### src/rtl/sysint_bank_regs.svh
`ifndef SYSINT_BANK_REGS_SVH
`define SYSINT_BANK_REGS_SVH

// the two address regions of the bank
`define OPT_REGION_BASE    32'h4004_7000
`define MAIN_REGION_BASE   32'h4004_8000
`define REGION_MASK        32'hffff_f000

// register byte addresses
`define SLOW_OPT_ADDR      32'h4004_7000
`define SLOW_CFG_ADDR      32'h4004_7004
`define MOD_CLK_ADDR       32'h4004_8004
`define TIMER_PIN_ADDR     32'h4004_800c
`define SERIAL_SRC_ADDR    32'h4004_8010
`define CONV_TRIG_ADDR     32'h4004_8018
`define PART_ID_ADDR       32'h4004_8024
`define GATE_A_ADDR        32'h4004_8034
`define GATE_B_ADDR        32'h4004_8038
`define GATE_C_ADDR        32'h4004_803c
`define GATE_D_ADDR        32'h4004_8040
`define CLK_DIV_ADDR       32'h4004_8044
`define FLASH_A_ADDR       32'h4004_804c
`define FLASH_B_ADDR       32'h4004_8050
`define UID_HM_ADDR        32'h4004_8058
`define UID_LM_ADDR        32'h4004_805c
`define UID_L_ADDR         32'h4004_8060
`define WDOG_CTRL_ADDR     32'h4004_8100
`define WDOG_SVC_ADDR      32'h4004_8104
`define IRQ_STATUS_ADDR    32'h4004_8200
`define IRQ_CLEAR_ADDR     32'h4004_8204
`define IRQ_ENABLE_ADDR    32'h4004_8208

// field positions
`define SLOW_REF_LSB       18
`define SERIAL_SEL_LSB     26
`define TIMER_SEL_LSB      24
`define CLKOUT_SEL_LSB     5
`define RTC_OUT_BIT        4

// writable bit masks, reserved bits are zero here
`define SLOW_OPT_WMASK     32'h000c_0000
`define SLOW_CFG_WMASK     32'h0000_0000
`define MOD_CLK_WMASK      32'h0f00_00f0
`define TIMER_PIN_WMASK    32'h071f_ffff

// reset values
`define GATE_A_RESET       32'hf000_0030
`define GATE_B_RESET       32'h0000_0180
`define GATE_C_RESET       32'h0000_0001
`define GATE_D_RESET       32'h0000_0100
`define WDOG_CTRL_RESET    32'h0000_000c
`define CLK_DIV_RESET      32'h0000_0000
`define FLASH_A_RESET      32'h0000_0000

// bus answers
`define RESP_OKAY          2'b00
`define RESP_SLVERR        2'b10
`define RESP_DECERR        2'b11

// event bits
`define EV_USER_BLOCKED    0
`define EV_SERVICED        1
`define EV_DECODE_MISS     2

`endif

### src/rtl/sysint_bank_pkg.sv
`default_nettype none
package sysint_bank_pkg;

  // whole state of the bank, registered in one place
  typedef struct packed {
    logic        aw_held;
    logic [31:0] aw_addr;
    logic        aw_priv;
    logic        w_held;
    logic [31:0] w_data;
    logic [3:0]  w_strb;
    logic        bvalid;
    logic [1:0]  bresp;
    logic        rvalid;
    logic [31:0] rdata;
    logic [1:0]  rresp;
    logic [1:0]  slow_ref;
    logic [31:0] opt_cfg;
    logic [31:0] mod_clk;
    logic [31:0] timer_pin;
    logic [31:0] serial_src;
    logic [31:0] conv_trig;
    logic [31:0] gate_a;
    logic [31:0] gate_b;
    logic [31:0] gate_c;
    logic [31:0] gate_d;
    logic [31:0] clk_div;
    logic [31:0] flash_a;
    logic [31:0] wdog_ctrl;
    logic [31:0] wdog_svc_data;
    logic        wdog_svc_pulse;
    logic [2:0]  irq_status;
    logic [2:0]  irq_enable;
  } bank_state_t;

endpackage : sysint_bank_pkg
`default_nettype wire

### src/rtl/source_select.sv
`timescale 1ns/1ps
`default_nettype none

// turns a two-bit clock source code into one-hot enables for a clock mux
module source_select #(
  parameter logic [3:0] VALID_CODES = 4'hf
) (
  // selection code
  input  wire logic [1:0] sel,
  // one-hot enables, zero for a reserved code
  output logic      [3:0] onehot
);

  // reserved codes enable nothing, so no glitchy source is ever picked
  always_comb begin
    onehot = (4'h1 << sel) & VALID_CODES;
  end

endmodule : source_select

`default_nettype wire

### src/rtl/region_decode.sv
`timescale 1ns/1ps
`default_nettype none
`include "sysint_bank_regs.svh"

// tells which of the two bank regions an address falls in
module region_decode (
  // byte address
  input  wire logic [31:0] addr,
  // region hits
  output logic             hit_opt,
  output logic             hit_main,
  output logic             hit_any
);

  // each region is one 4 KiB page
  always_comb begin
    hit_opt  = (addr & `REGION_MASK) == `OPT_REGION_BASE;
    hit_main = (addr & `REGION_MASK) == `MAIN_REGION_BASE;
    hit_any  = hit_opt | hit_main;
  end

endmodule : region_decode

`default_nettype wire

### src/rtl/system_integration_bank.sv
// Register access over AXI4-Lite is this design's own decision.
`timescale 1ns/1ps
`default_nettype none
`include "sysint_bank_regs.svh"

// What this block does
// - only privileged writes land; others get error
// - decode covers two separate base regions
// - slow reference select bits 19:18
// - slow option kept except power-on reset
// - option config survives deep stop wakeup
// - serial clock select bits 27:26
// - timer clock select bits 25:24
// - reserved bits read zero, ignore writes
// - clock gate registers reset to fixed values
// - watchdog control resets to 0000_000c
// - watchdog service is write only
// - unique id words are read only
// - part identification is fixed, read only
// - flash config b read only, a writable
module system_integration_bank #(
  parameter logic [31:0] PART_ID = 32'h0000_0000  // arbitrary value
) (
  // clock and resets
  input  wire logic                    aclk,
  input  wire logic                    aresetn,
  input  wire logic                    por_lvd_n,
  input  wire logic                    deep_stop_wake,
  // write address channel
  input  wire logic [31:0]             awaddr,
  input  wire logic [2:0]              awprot,
  input  wire logic                    awvalid,
  output logic                         awready,
  // write data channel
  input  wire logic [31:0]             wdata,
  input  wire logic [3:0]              wstrb,
  input  wire logic                    wvalid,
  output logic                         wready,
  // write response channel
  output logic [1:0]                   bresp,
  output logic                         bvalid,
  input  wire logic                    bready,
  // read address channel
  input  wire logic [31:0]             araddr,
  input  wire logic [2:0]              arprot,
  input  wire logic                    arvalid,
  output logic                         arready,
  // read data channel
  output logic [31:0]                  rdata,
  output logic [1:0]                   rresp,
  output logic                         rvalid,
  input  wire logic                    rready,
  // fixed values from fuses
  input  wire logic [31:0]             flash_config_b_in,
  input  wire logic [31:0]             uid_high_mid_in,
  input  wire logic [31:0]             uid_low_mid_in,
  input  wire logic [31:0]             uid_low_in,
  // clock source enables
  output logic [3:0]                   slow_ref_onehot,
  output logic [3:0]                   serial_clock_onehot,
  output logic [3:0]                   timer_clock_onehot,
  output logic [2:0]                   clkout_select,
  output logic                         rtc_clkout_select,
  // configuration words
  output logic [31:0]                  timer_pin_select,
  output logic [31:0]                  serial_source_select,
  output logic [31:0]                  converter_trigger_select,
  output logic [31:0]                  clock_gate_a,
  output logic [31:0]                  clock_gate_b,
  output logic [31:0]                  clock_gate_c,
  output logic [31:0]                  clock_gate_d,
  output logic [31:0]                  clock_divider,
  output logic [31:0]                  flash_config_a,
  output logic [31:0]                  watchdog_control,
  // watchdog service
  output logic [31:0]                  watchdog_service_data,
  output logic                         watchdog_service_pulse,
  // interrupt
  output logic                         irq
);
  import sysint_bank_pkg::*;

  bank_state_t s_reg;        // registered state
  bank_state_t s_next;       // next state
  logic [2:0]  ev_set;       // events raised this cycle
  logic [2:0]  ev_clear;     // status bits cleared this cycle
  logic        w_hit;        // pending write inside the bank
  logic        r_hit;        // read inside the bank

  // byte-lane merge limited to the writable bits
  function automatic logic [31:0] merge(input logic [31:0] old,
                                        input logic [31:0] wd,
                                        input logic [3:0]  st,
                                        input logic [31:0] msk);
    logic [31:0] lanes;
    lanes = {{8{st[3]}}, {8{st[2]}}, {8{st[1]}}, {8{st[0]}}};
    return (old & ~(lanes & msk)) | (wd & lanes & msk);
  endfunction : merge

  // read value of a register word; unlisted offsets give zero
  function automatic logic [31:0] read_word(input bank_state_t s,
                                            input logic [31:0] a);
    logic [31:0] v;
    v = 32'h0000_0000;
    case ({a[31:2], 2'b00})
      `SLOW_OPT_ADDR:   v = 32'(s.slow_ref) << `SLOW_REF_LSB;
      `SLOW_CFG_ADDR:   v = s.opt_cfg & `SLOW_CFG_WMASK;
      `MOD_CLK_ADDR:    v = s.mod_clk & `MOD_CLK_WMASK;
      `TIMER_PIN_ADDR:  v = s.timer_pin & `TIMER_PIN_WMASK;
      `SERIAL_SRC_ADDR: v = s.serial_src;
      `CONV_TRIG_ADDR:  v = s.conv_trig;
      `PART_ID_ADDR:    v = PART_ID;
      `GATE_A_ADDR:     v = s.gate_a;
      `GATE_B_ADDR:     v = s.gate_b;
      `GATE_C_ADDR:     v = s.gate_c;
      `GATE_D_ADDR:     v = s.gate_d;
      `CLK_DIV_ADDR:    v = s.clk_div;
      `FLASH_A_ADDR:    v = s.flash_a;
      `FLASH_B_ADDR:    v = flash_config_b_in;
      `UID_HM_ADDR:     v = uid_high_mid_in;
      `UID_LM_ADDR:     v = uid_low_mid_in;
      `UID_L_ADDR:      v = uid_low_in;
      `WDOG_CTRL_ADDR:  v = s.wdog_ctrl;
      `WDOG_SVC_ADDR:   v = 32'h0000_0000;
      `IRQ_STATUS_ADDR: v = 32'(s.irq_status);
      `IRQ_ENABLE_ADDR: v = 32'(s.irq_enable);
      default:          v = 32'h0000_0000;
    endcase
    return v;
  endfunction : read_word

  // decode of the held write address, both regions
  region_decode u_write_decode (
    .addr     (s_reg.aw_addr),
    .hit_opt  (),
    .hit_main (),
    .hit_any  (w_hit)
  );

  // decode of the incoming read address
  region_decode u_read_decode (
    .addr     (araddr),
    .hit_opt  (),
    .hit_main (),
    .hit_any  (r_hit)
  );

  // channel readies: one write and one read in flight at most
  assign awready = !s_reg.aw_held && !s_reg.bvalid;
  assign wready  = !s_reg.w_held && !s_reg.bvalid;
  assign arready = !s_reg.rvalid;

  // next-state logic for bus, registers and events
  always_comb begin
    s_next = s_reg;
    s_next.wdog_svc_pulse = 1'b0;
    ev_set   = 3'b000;
    ev_clear = 3'b000;
    // address and data are taken in either order
    if (awvalid && awready) begin
      s_next.aw_held = 1'b1;
      s_next.aw_addr = awaddr;
      s_next.aw_priv = awprot[0];
    end
    if (wvalid && wready) begin
      s_next.w_held = 1'b1;
      s_next.w_data = wdata;
      s_next.w_strb = wstrb;
    end
    // response leaves once taken
    if (s_reg.bvalid && bready) begin
      s_next.bvalid = 1'b0;
    end
    // both halves present: perform the write
    if (s_reg.aw_held && s_reg.w_held && !s_reg.bvalid) begin
      s_next.aw_held = 1'b0;
      s_next.w_held  = 1'b0;
      s_next.bvalid  = 1'b1;
      if (!w_hit) begin
        // outside both regions
        s_next.bresp = `RESP_DECERR;
        ev_set[`EV_DECODE_MISS] = 1'b1;
      end else if (!s_reg.aw_priv) begin
        // unprivileged: no register written, error back, blocked event raised
        s_next.bresp = `RESP_SLVERR;
        ev_set[`EV_USER_BLOCKED] = 1'b1;
      end else begin
        s_next.bresp = `RESP_OKAY;
        case (s_reg.aw_addr & 32'hffff_fffc)
          `SLOW_OPT_ADDR: begin
            s_next.slow_ref = 2'(merge(32'(s_reg.slow_ref) << `SLOW_REF_LSB, s_reg.w_data,
              s_reg.w_strb, `SLOW_OPT_WMASK) >> `SLOW_REF_LSB);
          end
          `SLOW_CFG_ADDR: begin
            s_next.opt_cfg = merge(s_reg.opt_cfg, s_reg.w_data, s_reg.w_strb,
              `SLOW_CFG_WMASK);
          end
          `MOD_CLK_ADDR: begin
            s_next.mod_clk = merge(s_reg.mod_clk, s_reg.w_data, s_reg.w_strb,
              `MOD_CLK_WMASK);
          end
          `TIMER_PIN_ADDR: begin
            s_next.timer_pin = merge(s_reg.timer_pin, s_reg.w_data, s_reg.w_strb,
              `TIMER_PIN_WMASK);
          end
          `SERIAL_SRC_ADDR: begin
            s_next.serial_src = merge(s_reg.serial_src, s_reg.w_data, s_reg.w_strb, '1);
          end
          `CONV_TRIG_ADDR: begin
            s_next.conv_trig = merge(s_reg.conv_trig, s_reg.w_data, s_reg.w_strb, '1);
          end
          `GATE_A_ADDR: begin
            s_next.gate_a = merge(s_reg.gate_a, s_reg.w_data, s_reg.w_strb, '1);
          end
          `GATE_B_ADDR: begin
            s_next.gate_b = merge(s_reg.gate_b, s_reg.w_data, s_reg.w_strb, '1);
          end
          `GATE_C_ADDR: begin
            s_next.gate_c = merge(s_reg.gate_c, s_reg.w_data, s_reg.w_strb, '1);
          end
          `GATE_D_ADDR: begin
            s_next.gate_d = merge(s_reg.gate_d, s_reg.w_data, s_reg.w_strb, '1);
          end
          `CLK_DIV_ADDR: begin
            s_next.clk_div = merge(s_reg.clk_div, s_reg.w_data, s_reg.w_strb, '1);
          end
          `FLASH_A_ADDR: begin
            s_next.flash_a = merge(s_reg.flash_a, s_reg.w_data, s_reg.w_strb, '1);
          end
          `WDOG_CTRL_ADDR: begin
            s_next.wdog_ctrl = merge(s_reg.wdog_ctrl, s_reg.w_data, s_reg.w_strb, '1);
          end
          `WDOG_SVC_ADDR: begin
            // the service word is passed on, never read back
            s_next.wdog_svc_data  = s_reg.w_data;
            s_next.wdog_svc_pulse = 1'b1;
            ev_set[`EV_SERVICED]  = 1'b1;
          end
          `IRQ_CLEAR_ADDR: begin
            ev_clear = s_reg.w_strb[0] ? s_reg.w_data[2:0] : 3'b000;
          end
          `IRQ_ENABLE_ADDR: begin
            if (s_reg.w_strb[0]) begin
              s_next.irq_enable = s_reg.w_data[2:0];
            end
          end
          // read-only and unlisted words ignore the data
          default: ;
        endcase
      end
    end
    // read data leaves once taken
    if (s_reg.rvalid && rready) begin
      s_next.rvalid = 1'b0;
    end
    // reads are answered one cycle after the address is taken
    if (arvalid && arready) begin
      s_next.rvalid = 1'b1;
      s_next.rdata  = r_hit ? read_word(s_reg, araddr) : 32'h0000_0000;
      s_next.rresp  = r_hit ? `RESP_OKAY : `RESP_DECERR;
      if (!r_hit) begin
        ev_set[`EV_DECODE_MISS] = 1'b1;
      end
    end
    // a new event beats a clear in the same cycle
    s_next.irq_status = (s_reg.irq_status & ~ev_clear) | ev_set;
    // system reset: slow option kept; config kept on deep stop wakeup
    if (!aresetn) begin
      s_next.aw_held        = 1'b0;
      s_next.w_held         = 1'b0;
      s_next.bvalid         = 1'b0;
      s_next.bresp          = `RESP_OKAY;
      s_next.rvalid         = 1'b0;
      s_next.rdata          = 32'h0000_0000;
      s_next.rresp          = `RESP_OKAY;
      s_next.slow_ref       = s_reg.slow_ref;
      s_next.opt_cfg        = deep_stop_wake ? s_reg.opt_cfg : 32'h0000_0000;
      s_next.mod_clk        = 32'h0000_0000;
      s_next.timer_pin      = 32'h0000_0000;
      s_next.serial_src     = 32'h0000_0000;
      s_next.conv_trig      = 32'h0000_0000;
      s_next.gate_a         = `GATE_A_RESET;
      s_next.gate_b         = `GATE_B_RESET;
      s_next.gate_c         = `GATE_C_RESET;
      s_next.gate_d         = `GATE_D_RESET;
      s_next.clk_div        = `CLK_DIV_RESET;
      s_next.flash_a        = `FLASH_A_RESET;
      s_next.wdog_ctrl      = `WDOG_CTRL_RESET;
      s_next.wdog_svc_data  = 32'h0000_0000;
      s_next.wdog_svc_pulse = 1'b0;
      s_next.irq_status     = 3'b000;
      s_next.irq_enable     = 3'b000;
    end
    // power-on or low-voltage reset clears the retained options too
    if (!por_lvd_n) begin
      s_next.slow_ref = 2'b00;
      s_next.opt_cfg  = 32'h0000_0000;
    end
  end

  // the single state register; resets are folded in above
  always_ff @(posedge aclk) begin
    s_reg <= s_next;
  end

  // slow reference mux: code 01 is reserved
  source_select #(.VALID_CODES(4'b1101)) u_slow_ref_sel (
    .sel    (s_reg.slow_ref),
    .onehot (slow_ref_onehot)
  );

  // serial port clock: code 00 means off
  source_select #(.VALID_CODES(4'b1110)) u_serial_sel (
    .sel    (s_reg.mod_clk[`SERIAL_SEL_LSB +: 2]),
    .onehot (serial_clock_onehot)
  );

  // timer counter clock: code 00 means disabled
  source_select #(.VALID_CODES(4'b1110)) u_timer_sel (
    .sel    (s_reg.mod_clk[`TIMER_SEL_LSB +: 2]),
    .onehot (timer_clock_onehot)
  );

  // outputs straight from the state register
  assign bresp                    = s_reg.bresp;
  assign bvalid                   = s_reg.bvalid;
  assign rdata                    = s_reg.rdata;
  assign rresp                    = s_reg.rresp;
  assign rvalid                   = s_reg.rvalid;
  assign clkout_select            = s_reg.mod_clk[`CLKOUT_SEL_LSB +: 3];
  assign rtc_clkout_select        = s_reg.mod_clk[`RTC_OUT_BIT];
  assign timer_pin_select         = s_reg.timer_pin & `TIMER_PIN_WMASK;
  assign serial_source_select     = s_reg.serial_src;
  assign converter_trigger_select = s_reg.conv_trig;
  assign clock_gate_a             = s_reg.gate_a;
  assign clock_gate_b             = s_reg.gate_b;
  assign clock_gate_c             = s_reg.gate_c;
  assign clock_gate_d             = s_reg.gate_d;
  assign clock_divider            = s_reg.clk_div;
  assign flash_config_a           = s_reg.flash_a;
  assign watchdog_control         = s_reg.wdog_ctrl;
  assign watchdog_service_data    = s_reg.wdog_svc_data;
  assign watchdog_service_pulse   = s_reg.wdog_svc_pulse;
  // level interrupt while any enabled status bit is set
  assign irq                      = |(s_reg.irq_status & s_reg.irq_enable);

  // unprivileged write errors and leaves registers alone
  user_write_block_a: assert property (@(posedge aclk) disable iff (!aresetn)
    (s_reg.aw_held && s_reg.w_held && !s_reg.bvalid && w_hit && !s_reg.aw_priv)
    |=> (bvalid && bresp == `RESP_SLVERR && $stable(s_reg.mod_clk)
         && $stable(s_reg.gate_a) && $stable(s_reg.wdog_ctrl)))
    else $error("user write not blocked");

  // slow option survives a system reset
  slow_ref_keep_a: assert property (@(posedge aclk)
    (!aresetn && por_lvd_n) |=> $stable(s_reg.slow_ref))
    else $error("slow option lost on system reset");

  // option config survives wakeup reset, clears otherwise
  cfg_wake_keep_a: assert property (@(posedge aclk)
    (!aresetn && por_lvd_n) |=> ($past(deep_stop_wake) ? $stable(s_reg.opt_cfg)
                                 : s_reg.opt_cfg == 32'h0000_0000))
    else $error("option config reset wrongly");

  // reserved bits of the slow option read zero
  slow_opt_zero_a: assert property (@(posedge aclk) disable iff (!aresetn)
    (arvalid && arready && ({araddr[31:2], 2'b00} == `SLOW_OPT_ADDR))
    |=> (rvalid && (rdata & ~`SLOW_OPT_WMASK) == 32'h0000_0000))
    else $error("slow option reserved bits not zero");

  // clock gates take their fixed reset values
  gate_reset_a: assert property (@(posedge aclk)
    !aresetn |=> (clock_gate_a == 32'hf000_0030 && clock_gate_b == 32'h0000_0180
                  && clock_gate_c == 32'h0000_0001 && clock_gate_d == 32'h0000_0100))
    else $error("clock gate reset value wrong");

  // watchdog control reset value
  wdog_reset_a: assert property (@(posedge aclk)
    !aresetn |=> watchdog_control == 32'h0000_000c)
    else $error("watchdog control reset value wrong");

  // service write yields exactly one pulse
  service_pulse_a: assert property (@(posedge aclk) disable iff (!aresetn)
    (s_reg.aw_held && s_reg.w_held && !s_reg.bvalid && s_reg.aw_priv
     && ({s_reg.aw_addr[31:2], 2'b00} == `WDOG_SVC_ADDR))
    |=> watchdog_service_pulse ##1 !watchdog_service_pulse)
    else $error("service pulse wrong");

  // unique id low word reads give the fuse value
  uid_read_a: assert property (@(posedge aclk) disable iff (!aresetn)
    (arvalid && arready && ({araddr[31:2], 2'b00} == `UID_L_ADDR))
    |=> (rdata == $past(uid_low_in)))
    else $error("unique id read wrong");

  // serial clock code 00 enables no source
  serial_off_a: assert property (@(posedge aclk) disable iff (!aresetn)
    (s_reg.mod_clk[27:26] == 2'b00) |-> serial_clock_onehot == 4'b0000)
    else $error("serial clock not off");

endmodule : system_integration_bank

`default_nettype wire

### config.mk
export PLATFORM = sky130hd
export DESIGN_NAME = system_integration_bank
export DESIGN_NICKNAME = d
export VERILOG_FILES = /design/src/rtl/sysint_bank_pkg.sv /design/src/rtl/source_select.sv /design/src/rtl/region_decode.sv /design/src/rtl/system_integration_bank.sv
export VERILOG_INCLUDE_DIRS = /design/src /design/src/rtl
export SDC_FILE = /design/constraint.sdc
export NUM_CORES = 1
export LEC_CHECK = 0
export BUFFER_PORTS_ARGS = -buffer_cell sky130_fd_sc_hd__buf_4
export CORE_AREA = 8 8 251 253
export DETAILED_ROUTE_END_ITERATION = 6
export DIE_AREA = 0 0 259 261
export GPL_TIMING_DRIVEN = 0
export SETUP_SLACK_MARGIN = 0.02
export SLEW_MARGIN = 30
export SYNTH_ARGS = -nofsm -noshare
export SYNTH_HDL_FRONTEND = slang
export SYNTH_HIERARCHICAL = 1
export SYNTH_SLANG_ARGS = --single-unit
### constraint.sdc
create_clock -name aclk -period 3.52 [get_ports aclk]
set_clock_uncertainty 0.2 [all_clocks]
set_input_delay 0.176 -clock aclk [delete_from_list [all_inputs] [get_ports aclk]]
set_output_delay 0.176 -clock aclk [all_outputs]
set_load 0.02 [all_outputs]
==> flow_metrics.tcl <==
set metrics [dict create \
    status "finished with violations" \
    violations "DRC, setup timing" \
    routabilityCongestion 0.967 \
    tightest_slew_ns 1.12 \
    finalHoldViolations 0 \
    coreArea_um2 59300 \
    cts_tree "done" \
    firstDrtPassIters 7 \
    p_leak_uw 0.0149 \
    place_area_um2 29100 \
    cp_slowest_cell "clkbuf_1" \
    cts_max_path_buffers 3 \
    cp_cell_sequence "clkbuf_1 > clkinv_1 > a21oi_1 > buf_2 > clkbuf_1 > clkbuf_1 > nand2_1 > a2bb2oi_1" \
    highest_layer "met5" \
    wire_per_inst_um 31.2 \
    r2r-end "watchdog_service_data[29]" \
    root_buffer "clkbuf_16" \
    die_x_um 259 \
    drtIter0Drc 3030 \
    drv_slew 0 \
    fin_util_pct 54.6 \
    met3_length_um 11100 \
    period_needed_ns 3.58 \
    ant_nets 0 \
    overflow 0 \
    die_area_um2 67600 \
    layout.nets 3566 \
    cts-buffers-inserted 53 \
    drive_gt1_share_pct 39.1 \
    io_pins 654 \
    synthesis.area_um2 23200 \
    arrival_ns 3.92 \
    fp.dieH_um 261 \
    pre_cts_ws_ns -0.777 \
    min_path_type "in -> reg" \
    crit_top_cell "clkbuf_1" \
    rsz0062_at_grt "true" \
    fin_ws_ns -0.0601 \
    portBuffers 630 \
    end_kind "flip-flop" \
    rr_worst_depth 12 \
    grt_pass1_wl_um 177000 \
    grt_antenna_before_repair 9 \
    timing.rr.start "s_reg[527]" \
    detail_route.vias_per_cell 5.78 \
    slew_headroom_pct 25.6 \
    worst_hold_path.num_cells 6 \
    placed_cells 3916 \
    initial_core_util_pct 39.1 \
    p_total_uw 12200 \
    fin_cells 4154 \
    cp-start-kind "primary input" \
    seqCellArea_um2 10000 \
    crit_path_max_incr_delay_ns 0.81 \
    max_freq_ghz 0.279 \
    p_per_area_nw_per_um2 376 \
    syn_area_per_cell_um2 9.33 \
    period_share_pct 102 \
    wl_um 130000 \
    vias 24000 \
    whs_endpoint "rdata[10]" \
    insertion_delay_ns 0.61 \
    drt-met1-wl_um 51100 \
    grt_max_degree 38 \
    grtUsageTotal_pct 36.3 \
    multi_input_area_um2 9810 \
    design_area_um2 32400 \
    hold_start "uid_low_in[10]" \
    synthCells 2490 \
    htreeDepth 2 \
    yosysWarningCount 6 \
    crit_path_max_fanout 10 \
    ir_drop_uv 356 \
    cts.sinks 467 \
    area_delta_synth_final_pct 39.5 \
    wl_met2_um 60700 \
    setup-violations-final 4 \
    cap_violations 0 \
    clk_pin_slew_worst_paths_ns 0.06 \
    drc 4 \
    reg2reg_slack_ns 0.14 \
    worstSetupPathType "in -> reg" \
    grt_pass1_vias 23300 \
    hpwl_um 104000 \
    fillers 5524 \
    fp-row-count 90 \
    required_ns 3.86 \
]
## per-layer routing
| metal | vias up | global-route usage (%) |
|---|---|---|
| met5 | - | 0 |
| met4 | 4 | 18.3 |
| met3 | 292 | 6.61 |
| met2 | 1497 | 60.2 |
| met1 | 11800 | 45.1 |
| li1 | 10400 | - |
## critical path, delay by kind of cell
kind | cells | cell delay [ns]
compound gates | 2 | 0.48
buf+inv | 5 | 3.09
simple gates | 1 | 0.14
## repair_timing
action                                  in CTS  in global routing
cloned                                       0                  0
pin swaps                                    5                  6
hold buffers                               110                  0
hold endpoints to repair                    94                  0
endpoints found under the setup margin     346                302
resized for setup                           32                 32
buffers inserted                            12                 14
## report_power, final
| part | internal [uW] | switching, uW | leakage [uW] | total, uW |
|---|---|---|---|---|
| combinational | 375 | 666 | 0.0102 | 1040 |
| clock | 3170 | 2360 | 0.000851 | 5530 |
| sequential | 5490 | 122 | 0.00386 | 5610 |
| total | 9040 | 3150 | 0.0149 | 12200 |
## stage by stage
| stage | hold WS, ns | TNS (ns) |
|---|---|---|
| CTS | 0.00359 | 0 |
| finish | 0.0170 | -0.148 |
| floorplan | 0.0749 | 0 |
| global placement | 0.155 | -112.92 |
| global route | 0.0408 | -0.0135 |
| detailed placement | 0.155 | -115.20 |
## how the worst max path moves through the flow
| stage | start | to | slack (ns) | depth (start not counted) |
|---|---|---|---|---|
| finish | aresetn | rdata[9] | -0.06 | 8 |
| global route | s_reg[527] | watchdog_service_data[28] | -0.01 | 12 |
| CTS | s_reg[522] | flip-flop | 0.04 | 12 |
| detailed placement | s_reg[522] | flip-flop | -0.78 | 10 |
| global placement | araddr[3] | rdata[28] | -0.83 | 10 |
| floorplan | s_reg[514] | flip-flop | 0.50 | 10 |
## cell type report
type                            count  share of cell area [%]
Sequential cell                   467                    30.9
Multi-Input combinational cell   1466                    30.3
Timing Repair Buffer              773                    19.0
Buffer                            547                    11.3
Clock buffer                       78                    4.89
Tap cell                          782                    3.02
Clock inverter                     19                   0.375
Inverter                           15                   0.174
Antenna cell                        7                  0.0541
## cells in the final DEF, fill, tap and decap left out, drive strengths merged, types with 13 or more instances in the layout
master	n
a31o	13
mux2	37
dlygate4sd3	110
nor2b	17
inv	16
nand3	247
nor4b	17
a22o	19
nor3	20
and2	17
mux2i	152
edfxtp	67
dfxtp	400
buf	1119
nor2	170
o21ai	222
a22oi	123
nor4	24
a222oi	35
clkbuf	169
nand2	154
nand4	38
clkinv	17
Note: power is estimated with default switching activity, not from simulation.
